==> config.mk <==
export PLATFORM = sky130hd
export DESIGN_NAME = vdc_top
export DESIGN_NICKNAME = d
export VERILOG_FILES = /design/src/common/vdc_pkg.sv /design/src/common/vdc_sync_if.sv /design/src/rtl/vdc_sync.sv /design/src/rtl/vdc_analog_in.sv /design/src/rtl/vdc_top.sv
export VERILOG_INCLUDE_DIRS = /design/src /design/src/common
export SDC_FILE = /design/constraint.sdc
export NUM_CORES = 1
export LEC_CHECK = 0
export ABC_AREA = 1
export BUFFER_PORTS_ARGS = -buffer_cell sky130_fd_sc_hd__buf_2
export CAP_MARGIN = 20
export CORE_ASPECT_RATIO = 0.7
export CORE_UTILIZATION = 49
export DETAILED_ROUTE_END_ITERATION = 16
export PLACE_DENSITY = 0.84
export SYNTH_ARGS = -nofsm -noshare
export SYNTH_HDL_FRONTEND = slang
export SYNTH_SLANG_ARGS = --single-unit
==> constraint.sdc <==
create_clock -name i_clk_sys -period 2.4 [get_ports i_clk_sys]
set_clock_uncertainty 0.2 [all_clocks]
set_input_delay 0.36 -clock i_clk_sys [delete_from_list [all_inputs] [get_ports i_clk_sys]]
set_output_delay 0.36 -clock i_clk_sys [all_outputs]
set_load 0.01 [all_outputs]
==> src/common/vdc_map.svh <==
`ifndef VDC_MAP_SVH
`define VDC_MAP_SVH
// Register byte offsets
`define VDC_OFF_CTRL 8'h00
`define VDC_OFF_IRQ_STAT 8'h04
`define VDC_OFF_IRQ_CLR 8'h08
`define VDC_OFF_IRQ_EN 8'h0C
// Control register fields
`define VDC_BIT_ON 15
`define VDC_BIT_IDLE_STOP 13
`define VDC_BIT_DIR 11
`define VDC_BIT_BG_STABLE 10
`define VDC_BIT_REF_STABLE 9
`define VDC_BIT_EVENT 8
`define VDC_LVL_HI 3
`define VDC_LVL_LO 0
// Writable mask of the control register
`define VDC_CTRL_WMASK 32'h0000A80F
// Interrupt status bits
`define VDC_IRQ_EVT_RISE 0
`define VDC_IRQ_EVT_FALL 1
`define VDC_IRQ_REF_LOST 2
`define VDC_IRQ_WIDTH 3
`define VDC_IRQ_RESET 3'h0
`endif

==> src/common/vdc_pkg.sv <==
package vdc_pkg;
  typedef enum logic [1:0] {
    VDC_OFF = 2'b00,
    VDC_WAIT_REF = 2'b01,
    VDC_RUN = 2'b10,
    VDC_HALT = 2'b11
  } vdc_state_type;
endpackage

==> src/common/vdc_sync_if.sv <==
interface vdc_sync_if;
  logic cmp_above;
  logic cmp_below;
  logic bg_stable;
  logic ref_stable;
  modport src (output cmp_above, output cmp_below, output bg_stable, output ref_stable);
  modport dst (input cmp_above, input cmp_below, input bg_stable, input ref_stable);
endinterface

==> src/rtl/vdc_sync.sv <==
module vdc_sync #(
  parameter int WIDTH = 4
) (
  input wire logic i_clk_sys,
  input wire logic i_rst_b,
  input wire logic [WIDTH-1:0] i_async,
  output logic [WIDTH-1:0] o_sync
);
  typedef struct packed {
    logic [WIDTH-1:0] meta;
    logic [WIDTH-1:0] stab;
  } vdc_sync_st_type;
  vdc_sync_st_type st_q, st_d;

  // First stage feeds only the second stage
  always_comb begin
    st_d.meta = i_async;
    st_d.stab = st_q.meta;
  end

  // Two-flop pipeline
  always_ff @(posedge i_clk_sys or negedge i_rst_b) begin
    if (!i_rst_b) begin
      st_q <= '0;
    end else begin
      st_q <= st_d;
    end
  end

  assign o_sync = st_q.stab;
endmodule

==> src/rtl/vdc_analog_in.sv <==
module vdc_analog_in (
  input wire logic i_clk_sys,
  input wire logic i_rst_b,
  input wire logic i_cmp_above,
  input wire logic i_cmp_below,
  input wire logic i_bg_stable,
  input wire logic i_ref_stable,
  vdc_sync_if.src sync_out
);
  logic [3:0] synced;

  // Analog status arrives asynchronously
  vdc_sync #(.WIDTH(4)) u_sync (
    .i_clk_sys(i_clk_sys),
    .i_rst_b(i_rst_b),
    .i_async({i_ref_stable, i_bg_stable, i_cmp_below, i_cmp_above}),
    .o_sync(synced)
  );

  // Hand synchronised levels to the controller
  assign sync_out.cmp_above = synced[0];
  assign sync_out.cmp_below = synced[1];
  assign sync_out.bg_stable = synced[2];
  assign sync_out.ref_stable = synced[3];
endmodule

==> src/rtl/vdc_top.sv <==
`include "vdc_map.svh"
// Notes on behaviour
// RQ1: Bit 15 set turns the detector on; clear turns it off.
// RQ2: Bit 13 set halts detection while the chip idles; clear keeps it running.
// RQ3: Bit 11 picks at-or-above versus at-or-below; bits 3:0 hold trip level.
// RQ4: Read-only bit 10 shows band-gap stable, maintained by hardware.
// RQ5: Bit 9 shows reference stable; event interrupt flags raised only while it is one, ref-lost flag while it is zero.
// RQ6: Read-only bit 8 is high while a detection event is active.
// RQ7: Bits 31:16, 14, 12 and 7:4 read zero and ignore writes.
// RQ8: Detector off holds event bit and interrupt flag cleared.
module vdc_top (
  input wire logic i_clk_sys,
  input wire logic i_rst_b,
  input wire logic [7:0] i_addr,
  input wire logic [31:0] i_wdata,
  input wire logic i_wr,
  input wire logic i_rd,
  output logic [31:0] o_rdata,
  input wire logic i_idle,
  input wire logic i_cmp_above,
  input wire logic i_cmp_below,
  input wire logic i_bg_stable,
  input wire logic i_ref_stable,
  output logic o_det_enable,
  output logic [3:0] o_trip_level,
  output logic o_detect_event,
  output logic o_irq
);
  typedef struct packed {
    vdc_pkg::vdc_state_type state;
    logic power_on;
    logic idle_stop;
    logic trip_direction;
    logic [3:0] trip_level;
    logic detect_event_active;
    logic [`VDC_IRQ_WIDTH-1:0] irq_stat;
    logic [`VDC_IRQ_WIDTH-1:0] irq_en;
    logic [31:0] rdata;
    logic det_enable;
    logic irq;
    logic idle_s1;
    logic idle_s2;
  } vdc_st_type;

  vdc_st_type st_q, st_d;
  vdc_sync_if sync_bus ();

  // Bring the comparator and reference flags into the clock domain
  vdc_analog_in u_analog (
    .i_clk_sys(i_clk_sys),
    .i_rst_b(i_rst_b),
    .i_cmp_above(i_cmp_above),
    .i_cmp_below(i_cmp_below),
    .i_bg_stable(i_bg_stable),
    .i_ref_stable(i_ref_stable),
    .sync_out(sync_bus.src)
  );

  // Control register image as software sees it
  function automatic logic [31:0] ctrl_image(input vdc_st_type s, input logic bg, input logic rs);
    logic [31:0] v;
    v = 32'h0;
    v[`VDC_BIT_ON] = s.power_on;
    v[`VDC_BIT_IDLE_STOP] = s.idle_stop;
    v[`VDC_BIT_DIR] = s.trip_direction;
    v[`VDC_BIT_BG_STABLE] = bg;
    v[`VDC_BIT_REF_STABLE] = rs;
    v[`VDC_BIT_EVENT] = s.detect_event_active;
    v[`VDC_LVL_HI:`VDC_LVL_LO] = s.trip_level;
    return v & (`VDC_CTRL_WMASK | 32'h00000700); // see RQ7
  endfunction

  // Register address match
  function automatic logic hit(input logic [7:0] a, input logic [7:0] off);
    return a == off;
  endfunction

  logic cond_met;
  logic running;
  logic new_event;
  logic [`VDC_IRQ_WIDTH-1:0] irq_set;
  logic [`VDC_IRQ_WIDTH-1:0] irq_clr;

  // Main next-state logic
  always_comb begin
    st_d = st_q;
    st_d.idle_s1 = i_idle;
    st_d.idle_s2 = st_q.idle_s1;
    irq_clr = '0;

    // Register writes; unimplemented bits dropped
    if (i_wr && hit(i_addr, `VDC_OFF_CTRL)) begin
      st_d.power_on = i_wdata[`VDC_BIT_ON]; // see RQ1
      st_d.idle_stop = i_wdata[`VDC_BIT_IDLE_STOP]; // see RQ2
      st_d.trip_direction = i_wdata[`VDC_BIT_DIR]; // see RQ3
      st_d.trip_level = i_wdata[`VDC_LVL_HI:`VDC_LVL_LO]; // see RQ3
    end
    if (i_wr && hit(i_addr, `VDC_OFF_IRQ_EN)) begin
      st_d.irq_en = i_wdata[`VDC_IRQ_WIDTH-1:0];
    end
    if (i_wr && hit(i_addr, `VDC_OFF_IRQ_CLR)) begin
      irq_clr = i_wdata[`VDC_IRQ_WIDTH-1:0];
    end

    // Detector sequencing
    unique case (st_q.state)
      vdc_pkg::VDC_OFF: begin
        if (st_q.power_on) begin
          st_d.state = vdc_pkg::VDC_WAIT_REF; // see RQ1
        end
      end
      vdc_pkg::VDC_WAIT_REF: begin
        if (!st_q.power_on) begin
          st_d.state = vdc_pkg::VDC_OFF;
        end else if (st_q.idle_stop && st_q.idle_s2) begin
          st_d.state = vdc_pkg::VDC_HALT; // see RQ2
        end else if (sync_bus.ref_stable) begin
          st_d.state = vdc_pkg::VDC_RUN; // see RQ5
        end
      end
      vdc_pkg::VDC_RUN: begin
        if (!st_q.power_on) begin
          st_d.state = vdc_pkg::VDC_OFF;
        end else if (st_q.idle_stop && st_q.idle_s2) begin
          st_d.state = vdc_pkg::VDC_HALT; // see RQ2
        end else if (!sync_bus.ref_stable) begin
          st_d.state = vdc_pkg::VDC_WAIT_REF; // see RQ5
        end
      end
      vdc_pkg::VDC_HALT: begin
        if (!st_q.power_on) begin
          st_d.state = vdc_pkg::VDC_OFF;
        end else if (!(st_q.idle_stop && st_q.idle_s2)) begin
          st_d.state = vdc_pkg::VDC_WAIT_REF;
        end
      end
    endcase

    running = (st_q.state == vdc_pkg::VDC_RUN);
    // Direction picks which comparator output counts
    cond_met = st_q.trip_direction ? sync_bus.cmp_above : sync_bus.cmp_below; // see RQ3
    // Event tracks the condition only while running; off clears it
    if (!st_q.power_on) begin
      st_d.detect_event_active = 1'b0; // see RQ8
    end else if (running) begin
      st_d.detect_event_active = cond_met; // see RQ6
    end else if (st_q.state == vdc_pkg::VDC_WAIT_REF) begin
      st_d.detect_event_active = 1'b0; // see RQ5
    end
    new_event = running && cond_met && !st_q.detect_event_active;

    // Sticky interrupt status; set wins over clear
    irq_set = '0;
    irq_set[`VDC_IRQ_EVT_RISE] = new_event && st_q.trip_direction && sync_bus.ref_stable; // see RQ5
    irq_set[`VDC_IRQ_EVT_FALL] = new_event && !st_q.trip_direction && sync_bus.ref_stable; // see RQ5
    irq_set[`VDC_IRQ_REF_LOST] = running && !sync_bus.ref_stable;
    if (!st_q.power_on) begin
      st_d.irq_stat = '0; // see RQ8
    end else begin
      st_d.irq_stat = (st_q.irq_stat & ~irq_clr) | irq_set;
    end
    st_d.irq = |(st_q.irq_stat & st_q.irq_en) && st_q.power_on; // see RQ8
    st_d.det_enable = st_q.power_on && (st_q.state != vdc_pkg::VDC_HALT); // see RQ1 RQ2

    // Read data one cycle after the strobe; unmapped reads zero
    st_d.rdata = 32'h0;
    if (i_rd) begin
      if (hit(i_addr, `VDC_OFF_CTRL)) begin
        st_d.rdata = ctrl_image(st_q, sync_bus.bg_stable, sync_bus.ref_stable); // see RQ4 RQ5 RQ6 RQ7
      end else if (hit(i_addr, `VDC_OFF_IRQ_STAT)) begin
        st_d.rdata = {29'h0, st_q.irq_stat};
      end else if (hit(i_addr, `VDC_OFF_IRQ_EN)) begin
        st_d.rdata = {29'h0, st_q.irq_en};
      end
    end
  end

  // State register
  always_ff @(posedge i_clk_sys or negedge i_rst_b) begin
    if (!i_rst_b) begin
      st_q <= '{state: vdc_pkg::VDC_OFF, irq_stat: `VDC_IRQ_RESET, irq_en: `VDC_IRQ_RESET, default: '0};
    end else begin
      st_q <= st_d;
    end
  end

  // Outputs straight from flops
  assign o_rdata = st_q.rdata;
  assign o_det_enable = st_q.det_enable;
  assign o_trip_level = st_q.trip_level;
  assign o_detect_event = st_q.detect_event_active;
  assign o_irq = st_q.irq;
endmodule

# == Word-level counts from Yosys, hierarchy flattened ==
# Cells that the tools add are included.
# word_totals
regBits,60
# classes
n_reduce_logical,20
eq_ne,12
n_bitwise,4
n_mux,20
# op_table
cell,n
$mux W16,2
$mux W2,9
$eq A8 B4 Y1 const B,2
$logic_and A1 B1 Y1,13
$mux W3,4
$eq A8 B3 Y1 const B,1
$logic_not A8 Y1,1
$pmux W2 S4,1
$and A3 B3 Y3,2
$eq A2 B2 Y1 const B,2
$mux W1,4
$ne A2 B2 Y1 const B,2
$ne A4 B3 Y1 const B,1
$ne A4 B4 Y1 const B,1
$reduce_and A4 Y1,1
$logic_not A1 Y1,3
$ne A3 B1 Y1 const B,1
$ne A3 B3 Y1 const B,1
$not A3 Y3,1
$or A3 B3 Y3,1
$reduce_or A3 Y1,1
$eq A2 B1 Y1 const B,1
$logic_not A2 Y1,1

# == Logic depth before layout (Yosys ltp) ==
# Gate-level depths: netlist of the first run.
# depth
ltp_word,7
ltp_mapped,9

# == Hierarchy ==
# A second synthesis of the first run with hierarchy kept.
# unflattened
hier_cells,211
hier_area_um2,1865.5
# by_module_without_submodules
mod,seq_area_each_um2,n_inst,cells_each,area_each_um2
vdc_top,750.7,1,203,1665.3
vdc_sync,200.2,1,8,200.2

# == Worst setup path before layout of the first run ==
# OpenSTA, ideal clock, no wires.
# synth_path
kind,input to register
start,input i_addr[7]
end,"register st_q, in the netlist o_trip_level[0]"
required_ps,2083
arrival_ps,1060
path_slack_ps,1022
setup_time_ps,117
stages,7
cell_sequence,nor2_1 > nand2_2 > nor2_4 > nand2_4 > buf_6 > nand2_1 > o21ai_2
# synth_via
elab_chain_len,2
# synth_lines
item,line_no,text
"start, declared",vdc_top.sv:14,"input wire logic [7:0] i_addr,"
$logic_not A8 Y1,vdc_top.sv:75,return a == off;
$logic_and A1 B1 Y1,vdc_top.sv:92,"if (i_wr && hit(i_addr, `VDC_OFF_CTRL)) begin"
"end signal, assigned",vdc_top.sv:183,st_q <= st_d;
"end, declared",vdc_top.sv:45,"vdc_st_type st_q, st_d;"
# Every way passes these cells.
# A chain may end at the register's enable or synchronous reset.

# == Worst setup path in the final report of the first run ==
# layout_path
start,register st_q[49] in the netlist's numbering
end,register st_q[51] in the netlist's numbering
# layout_via
elab_chain_len,2
# layout_lines
item
"$ne A4 B3 Y1 (no line), or another cell as far along"
$reduce_and A4 Y1 (no line) / $pmux W2 S4 (equally long branches)
# Parallel ways exist; a longest one is shown, timed or not.

==> results.md, run 1 <==
- Status: completed
- Vias: 1331
- Crit path largest cell delay: 0.51 ns
- RSZ-0062 raised after global routing: false
- Clk_lat worst skew: 0.28 ns
- First-pass detailed-route iteration total: 4
- Dpl ws: 0.819 ns
- Yosys cell types: 19
- Peak VDD IR: 502 uV
- 1st-iter DRT viols: 75
- Clock slew at reported path FFs: 0.07 ns
- Synthesized cell area: 0.00185 mm^2
- Antenna viol nets, final: 0
- Setup violators final: 0
- Core area: 0.00356 mm^2
- Die H: 53.5 um
- CTS tree: built
- Detailed placement HPWL: 2290 um
- Port Buf Inserts: 40
- Period utilisation layout: 64.5%
- Largest cells by area after synthesis: dfrtp_1 (51%), buf_4 (15%), nand2_1 (7.3%), nand3_1 (5.7%), inv_1 (5.5%)
- Slowest cell on crit path: dfrtp_1
- Core Rows: 18
- Leading area contributor after synthesis: dfrtp_1
- Leakage: 1.19 nW
- Vias/cell: 4.51
- Most frequent CP cell: nand3_1
- Residual DRC count: 0
- Placer Congestion: 0.861
- Worst slew pin tran: 0.793 ns
- Mapped Cells: 208
- Htree depth: 2
- First-pass GRT wire length: 5010 um
- Final wirelength: 3080 um
- Class of the worst hold path: in -> reg
- Initial antenna violation count: 0
- CP max FO: 9
- Yosys reg bits: 38
- Final min period: 1.55 ns
- ANT cells: 0
- Yosys warning total: 0
- Most frequent cells in the layout: buf_2 (40), dfrtp_1 (38), nand2_1 (36)
- Layout area overhead: 13.8%
- MaxCap Viol Count: 0
- Crit Path Class: reg -> reg
- Hold depth: 3
- Crit. End Element: flop
- Vias in the first global route: 1187
- Final hold violations: 0
- Req. time, crit path: 2.38 ns
- Fmax: 0.646 GHz
- Syn Area/Cell: 8.91 um^2
- Critical path data arrival time: 1.53 ns
- Die area: 0.00404 mm^2
- Ports: 88
- Fin. max-slew vios: 0
- Hold slack: 0.110 ns
- Overall power: 1.69 mW
- Max-slew headroom: 47.1%
- Layout cell share with drive strength beyond 1: 24.9%
- # Post-CTS Setup Buffers: 0
- Fin nets: 293
- All-layer global routing usage: 17.6%
- Fin worst setup slack: 0.853 ns
- Critical-path cell list: inv_1 > o21ai_0 > nand3_1 > nand3_1 > nand2_1
- Clock sinks: 38
- CTS root buf: clkbuf_8
- Worst setup SP type: flop
- CTS-repair resized insts: 0
- Clock Path Buffers: 2
- Power per cell area: 803 mW/mm^2
- Hold-fix buffers, CTS: 6
- Starting Density: 52.1%
- Post-synthesis sequential area ratio: 51.3%
- Cts bufs inserted: 5
- Buf/Inv on CP: 1
- Die boundary width: 75.5 um
- R2R cell count: 5
- Post-synth top area share: 51.3%
- WP depth: 5
- Pin count of the biggest net entering global routing: 39
- WL per Instance: 10.5 um
- Most common cell after layout, fill and taps aside: buf_2
- Setup TNS: 0 ns
- Cell family with most CP delay: flip-flops
- Grt ovf: 0
[final cells by class]
class | count | area (um^2)
well taps | 50 | 62.6
fillers | 323 | 1450
repair buffers | 46 | 260
multi-input cells | 125 | 587
flip-flops and latches | 38 | 951
clock buffers | 6 | 82.6
clock inverters | 2 | 60.1
inverters | 28 | 105
[synth_stat cells (all sizes together)]
cell    number
conb         1
dfrtp       38
nand2       38
nor2        20
nand3       22
a21oi       11
o21ai       10
clkinv       1
inv         27
buf         38
o22ai        2
[registers in the layout, indices dropped and copies added (netlist names)]
signal and count:
st_q 12, o_rdata 10, o_trip_level 4, u_analog.u_sync.o_sync 4
u_analog.u_sync.st_d 4, o_det_enable 1, o_detect_event 1, o_irq 1
st_d 1
[power breakdown]
group / internal (mW) / switching (mW) / leakage, nW / total [mW]
combinational: 0.0998 / 0.171 / 0.646 / 0.271
sequential: 0.712 / 0.0539 / 0.471 / 0.765
clock: 0.443 / 0.214 / 0.0714 / 0.657
total: 1.25 / 0.440 / 1.19 / 1.69
[worst paths after layout]
path                       slack, ns                    start                        end
setup / recovery                0.85                 st_q[49]                   st_q[51]
hold / removal                  0.11               i_wdata[3]            o_trip_level[3]
min in group asynchronous       0.49                  i_rst_b                    st_d[0]
max in group asynchronous       1.00                  i_rst_b                   st_q[37]
setup reg to reg                0.85                 st_q[49]                   st_q[51]
hold reg to reg                 0.15  u_analog.u_sync.st_d[0]  u_analog.u_sync.o_sync[0]
[logic make-up after synthesis]
family | count (synthesis) | synth area share, %
compound gates | 23 | 7.76
other cells | 1 | 0.202
buf+inv | 66 | 21.3
flops | 38 | 51.3
simple gates | 80 | 19.4
[metrics by stage]
| step | cell area [um^2] | utilization (%) | cells |
|---|---|---|---|
| 2_1_floorplan | 1930 | - | 229 |
| 3_3_place_gp | 1910 | 53.6 | 281 |
| 3_5_place_dp | 1910 | 53.6 | 281 |
| 4_1_cts | 2110 | 59.2 | 295 |
| 5_1_grt | 2110 | 59.2 | 295 |
| 6_report | 2110 | 59.2 | 295 |
[tightest hold or removal path, stage by stage]
cell     delay, ns
buf_2         0.08
nor2_1        0.04
a21oi_2       0.08
[metal layers]
| metal | vias to the layer above | routed length, um | global-route usage (%) |
|---|---|---|---|
| met5 | - | 0 | 0 |
| met4 | 0 | 42 | 8.33 |
| met3 | 5 | 230 | 5.52 |
| met2 | 62 | 1370 | 26.0 |
| met1 | 605 | 1440 | 23.4 |
| li1 | 659 | - | - |
(Power assumes the default switching activity.)
==> inputs of run 2 (changes only) <==
Settings changed: ABC_AREA 1 to 0, CORE_UTILIZATION 49 to 41, PLACE_DENSITY 0.84 to 0.76.
Clock period 2.4 ns to 1.3 ns, I/O delays scaled along.
==> results.md, run 2 <==
- Max FFs per register: 12
- Period utilisation layout: 122%
- Critical path data arrival time: 1.57 ns
- Clock Path Buffers: 2
- Pin count of the biggest net entering global routing: 39
- Crit Path Class: in -> reg
- Leading area contributor after synthesis: dfrtp_1
- Initial antenna violation count: 0
- Yosys warning total: 0
- Peak VDD IR: 798 uV
- Largest cells by area after synthesis: dfrtp_1 (54%), buf_4 (15%), mux2_4 (6.0%), mux2_2 (4.5%), and2_1 (2.2%)
- Req. time, crit path: 1.28 ns
- Slowest cell on crit path: or4_4
- Fin. max-slew vios: 0
- Hold worst-path end: o_rdata[15]
- Final min period: 1.59 ns
- Final wirelength: 3340 um
- Crit path largest cell delay: 0.55 ns
- Final hold violations: 1
- Core Rows: 19
- CTS root buf: clkbuf_8
- Hold slack: -0.0190 ns
- Clock power frac: 44.4%
- Dpl cell area: 0.00190 mm^2
- Worst hold start: i_addr[3]
- Top-count cell post-synth: dfrtp_1
- Async SR Flop Fraction: 100%
- Port Buf Inserts: 40
- Sw Share: 21.2%
- Class of the worst hold path: in -> reg
- Die boundary width: 80.0 um
- Yosys cell types: 31
- Most flop-heavy register: st_q
- First-pass detailed-route iteration total: 4
- Power per cell area: 1150 mW/mm^2
- Detailed placement HPWL: 2200 um
- First-pass GRT wire length: 5440 um
- Sw power: 566 uW
- Vias in the first global route: 1100
- Post-synth EDFFs: 0
- Hold depth: 3
- Clock sinks: 38
- Int Power: 2.10 mW
- Violated checks: negative hold slack, negative setup slack
- Cell family with most CP delay: simple AND/OR/NAND/NOR gates
- Syn Area/Cell: 12.0 um^2
- Synthesized cell area: 0.00175 mm^2
- RSZ-0062 raised after global routing: true
- Core area: 0.00399 mm^2
- Most used DFF post-synth: dfrtp_1
- WL per Instance: 13.2 um
- Grt ovf: 0
- Ports: 88
- CP Launch Point: i_addr[5]
- ANT cells: 0
- Clock slew at reported path FFs: 0.08 ns
- Die area: 0.00453 mm^2
- R2R Path End: st_q[39]
- Layout cell share with drive strength beyond 1: 44.0%
- Leakage: 1.18 nW
- Yosys reg bits: 38
- Die H: 56.6 um
- Cts bufs inserted: 5
- MaxCap Viol Count: 0
- Hold-fix buffers, CTS: 13
- Status: finished with violations
- Fin nets: 248
- Crit. End Element: flop
- Mapped Cells: 145
- Worst reg2reg startpoint: u_analog.u_sync.o_sync[3]
- Final core utilization: 57.9%
- Fin worst setup slack: -0.292 ns
- CP max FO: 7
- Vias: 1161
- R2R cell count: 3
- Vias/cell: 4.61
- Residual DRC count: 0
- Commonest cells in the netlist: dfrtp_1 (38), buf_4 (36)
- Placer Congestion: 0.784
- Post-synth top area share: 54.5%
- Most common cell after layout, fill and taps aside: dfrtp_1
- 1st-iter DRT viols: 61
- Worst reg2reg setup slack: -0.02 ns
- Antenna viol nets, final: 0
- Combinational share of power: 9.3%
- Htree depth: 2
- Fmax: 0.628 GHz
- Clk_lat worst skew: 0.29 ns
- Most frequent cells in the layout: dfrtp_1 (38), buf_2 (37), conb_1 (22)
- All-layer global routing usage: 16.5%
- Design area: 0.00231 mm^2
- Layout area overhead: 32.4%
- Post-synthesis sequential area ratio: 54.5%
- Worst setup SP type: input pin
- Setup violators final: 14
- Buf/Inv on CP: 1
- CTS tree: built
- Reg power frac: 46.3%
- Critical-path cell list: buf_6 > or4_4 > or3_4 > mux2_4
- Starting Density: 43.7%
==> run 2: through the flow <==
stage	setup TNS, ns	cells	hold WS [ns]	worst slack [ns]	power, mW
2_1_floorplan	-5.47	166	-0.301	-0.520	1.40
3_3_place_gp	-8.57	230	-0.0252	-0.668	1.45
3_5_place_dp	-8.57	230	-0.0248	-0.673	1.45
4_1_cts	-3.30	253	-0.0336	-0.326	2.69
5_1_grt	-3.42	252	-0.0176	-0.303	2.79
6_report	-3.18	252	-0.0190	-0.292	2.67
==> run 2: what timing repair did <==
action                                 4_1_cts  5_1_grt
setup endpoints to repair                   14       16
gates cloned                                 0        0
pin swaps                                    6        3
gates resized for setup                     14       12
endpoints found under the hold margin       54        1
buffers inserted                             2        0
==> run 2: worst reg2reg max path, cell delays in order, from the launching register on <==
cell	delay (ns)
dfrtp_1	0.41
nor4bb_2	0.36
nand3_1	0.14
a21oi_2	0.15
==> run 2: cell type report <==
cell class,count,area [um^2]
well taps,52,65.1
clock buffers,5,68.8
fillers,333,1680
multi-input cells,87,673
repair buffers,66,480
inverters,1,3.75
flip-flops and latches,38,951
clock inverters,3,68.8
==> run 2: logic make-up (layout without fill, tap and decap cells) <==
group / count (synthesis) / in the layout / share of synthesized area, %
compound gates: 15 / 15 / 5.95
mux: 14 / 14 / 10.5
flops: 38 / 38 / 54.5
buf+inv: 41 / 75 / 17.0
other cells: 1 / 22 / 0.215
xor+xnor: 1 / 1 / 0.502
simple gates: 35 / 35 / 11.3
==> run 2: how the worst max path moves through the flow <==
stage,to,cells past startpoint
2_1_floorplan,o_trip_level[0],4
3_3_place_gp,st_q[37],6
3_5_place_dp,st_q[38],6
4_1_cts,o_trip_level[0],5
5_1_grt,o_trip_level[1],4
6_report,o_trip_level[0],4
==> run 2: metal layers <==
layer	vias to the layer above	part of all wire [%]	global-route usage (%)
met2	52	44	23.0
met1	559	47	23.1
met5	-	0	0
li1	545	-	-
met3	5	8.2	7.80
met4	0	1.0	3.83
==> run 2: power groups by stage <==
stage / logic, mW / clock network (mW) / registers [mW]
after global placement: 0.190 / 0 / 1.26
after CTS: 0.235 / 1.22 / 1.23
final: 0.247 / 1.19 / 1.24
after floorplan: 0.148 / 0 / 1.25
after global routing: 0.270 / 1.28 / 1.24
after detailed placement: 0.193 / 0 / 1.26
==> inputs of run 3 (changes only) <==
Settings changed: CORE_UTILIZATION 41 to 25, PLACE_DENSITY 0.76 to not set.
==> results.md, run 3 (synthesized netlist as in run 2, its figures left out) <==
- Status: finished with violations
- Violated checks: negative setup slack
- CTS tree: built
- Placer Congestion: 0.762
- WL per Instance: 11.5 um
- Detailed placement HPWL: 2390 um
- Residual DRC count: 0
- Antenna viol nets, final: 0
- Layout area overhead: 34.3%
- Most frequent cells in the layout: buf_2 (38), dfrtp_1 (38), conb_1 (22)
- Core Rows: 25
- Worst setup SP type: input pin
- All-layer global routing usage: 9.79%
- Grt ovf: 0
- Fmax: 0.613 GHz
- Ports: 88
- Hold depth: 3
- Critical path data arrival time: 1.61 ns
- Htree depth: 2
- CP max FO: 4
- Cts bufs inserted: 5
- R2R cell count: 3
- 1st-iter DRT viols: 39
- Vias: 1131
- Clock sinks: 38
- Most flop-heavy register: st_q
- Clock slew at reported path FFs: 0.08 ns
- Pin count of the biggest net entering global routing: 39
- Layout cell share with drive strength beyond 1: 44.4%
- Die boundary width: 102 um
- Fin worst setup slack: -0.331 ns
- Starting Density: 25.8%
- ANT cells: 0
- Peak VDD IR: 477 uV
- Class of the worst hold path: in -> reg
- First-pass detailed-route iteration total: 4
- Dpl ws: -0.670 ns
- Setup violators final: 14
- CTS root buf: clkbuf_8
- MaxCap Viol Count: 0
- Period utilisation layout: 125%
- RSZ-0062 raised after global routing: true
- Max FFs per register: 12
- Crit Path Class: in -> reg
- Final wirelength: 3440 um
- Vias/cell: 3.78
- Final hold violations: 0
- Initial antenna violation count: 0
- Core area: 0.00676 mm^2
- Final min period: 1.63 ns
- Die H: 71.9 um
- Fin nets: 253
- Power per cell area: 1140 mW/mm^2
- First-pass GRT wire length: 5280 um
- Vias in the first global route: 1072
- Fin. max-slew vios: 0
- Req. time, crit path: 1.28 ns
- Leakage: 1.17 nW
- Port Buf Inserts: 40
- Die area: 0.00733 mm^2
- Clock Path Buffers: 2
- Clk_lat worst skew: 0.29 ns
- Final core utilization: 34.7%
- Crit. End Element: flop
run 3: cell count changes in the layout (fill, tap and decap cells not counted), sizes merged:
cell	change
dlymetal6s4s	-1
dlygate4sd3	+1
buf	+5
run 3: layer usage:
| layer | GRT usage (%) | vias to the layer above | wire [um] |
|---|---|---|---|
| li1 | - | 553 | - |
| met1 | 14.6 | 532 | 1850 |
| met2 | 13.1 | 38 | 1350 |
| met3 | 2.31 | 8 | 179 |
| met4 | 4.76 | 0 | 60 |
| met5 | 0 | - | 0 |
run 3: critical path, stage by stage:
cell	delay, ns
buf_6	0.09
or4_4	0.54
or3_4	0.36
buf_6	0.14
mux2_4	0.29
run 3: final timing paths:
check | from | slack (ns) | endpoint
worst max register to register | o_detect_event | -0.03 | st_q[39]
worst min register to register | u_analog.u_sync.st_d[0] | 0.15 | u_analog.u_sync.o_sync[0]
min in group asynchronous | i_rst_b | 0.20 | o_rdata[10]
worst max-delay path | i_addr[5] | -0.33 | o_trip_level[0]
max in group asynchronous | i_rst_b | 0.50 | st_q[39]
worst min-delay path | i_rd | 0.03 | o_rdata[15]
run 3: area by class of cell:
| class | instances | area (um^2) |
|---|---|---|
| repair buffers | 71 | 502 |
| clock inverters | 3 | 68.8 |
| well taps | 94 | 118 |
| flip-flops and latches | 38 | 951 |
| fillers | 699 | 4410 |
| multi-input cells | 87 | 633 |
| inverters | 1 | 3.75 |
| clock buffers | 5 | 68.8 |
run 3: where the power goes:
part	total, mW	switching [mW]	internal [mW]
clock network	1.19	0.418	0.769
logic	0.241	0.124	0.117
registers	1.23	0.0202	1.21
run 3: stage by stage:
step	cells	power [mW]	instance area [um^2]	hold WS, ns	TNS [ns]
3_5_place_dp	276	1.46	1980	-0.0200	-9.21
2_1_floorplan	166	1.40	1830	-0.301	-5.47
6_report	299	2.66	2340	0.0308	-3.62
3_3_place_gp	276	1.46	1980	-0.0261	-8.96
4_1_cts	298	2.69	2320	0.0359	-3.87
5_1_grt	299	2.78	2340	0.0475	-3.87
run 3: what timing repair did:
action	4_1_cts	5_1_grt
setup endpoints to repair	14	17
pin swaps	2	5
endpoints found under the hold margin	53	0
hold buffers	13	0
resized for setup	11	3
setup buffers	1	1
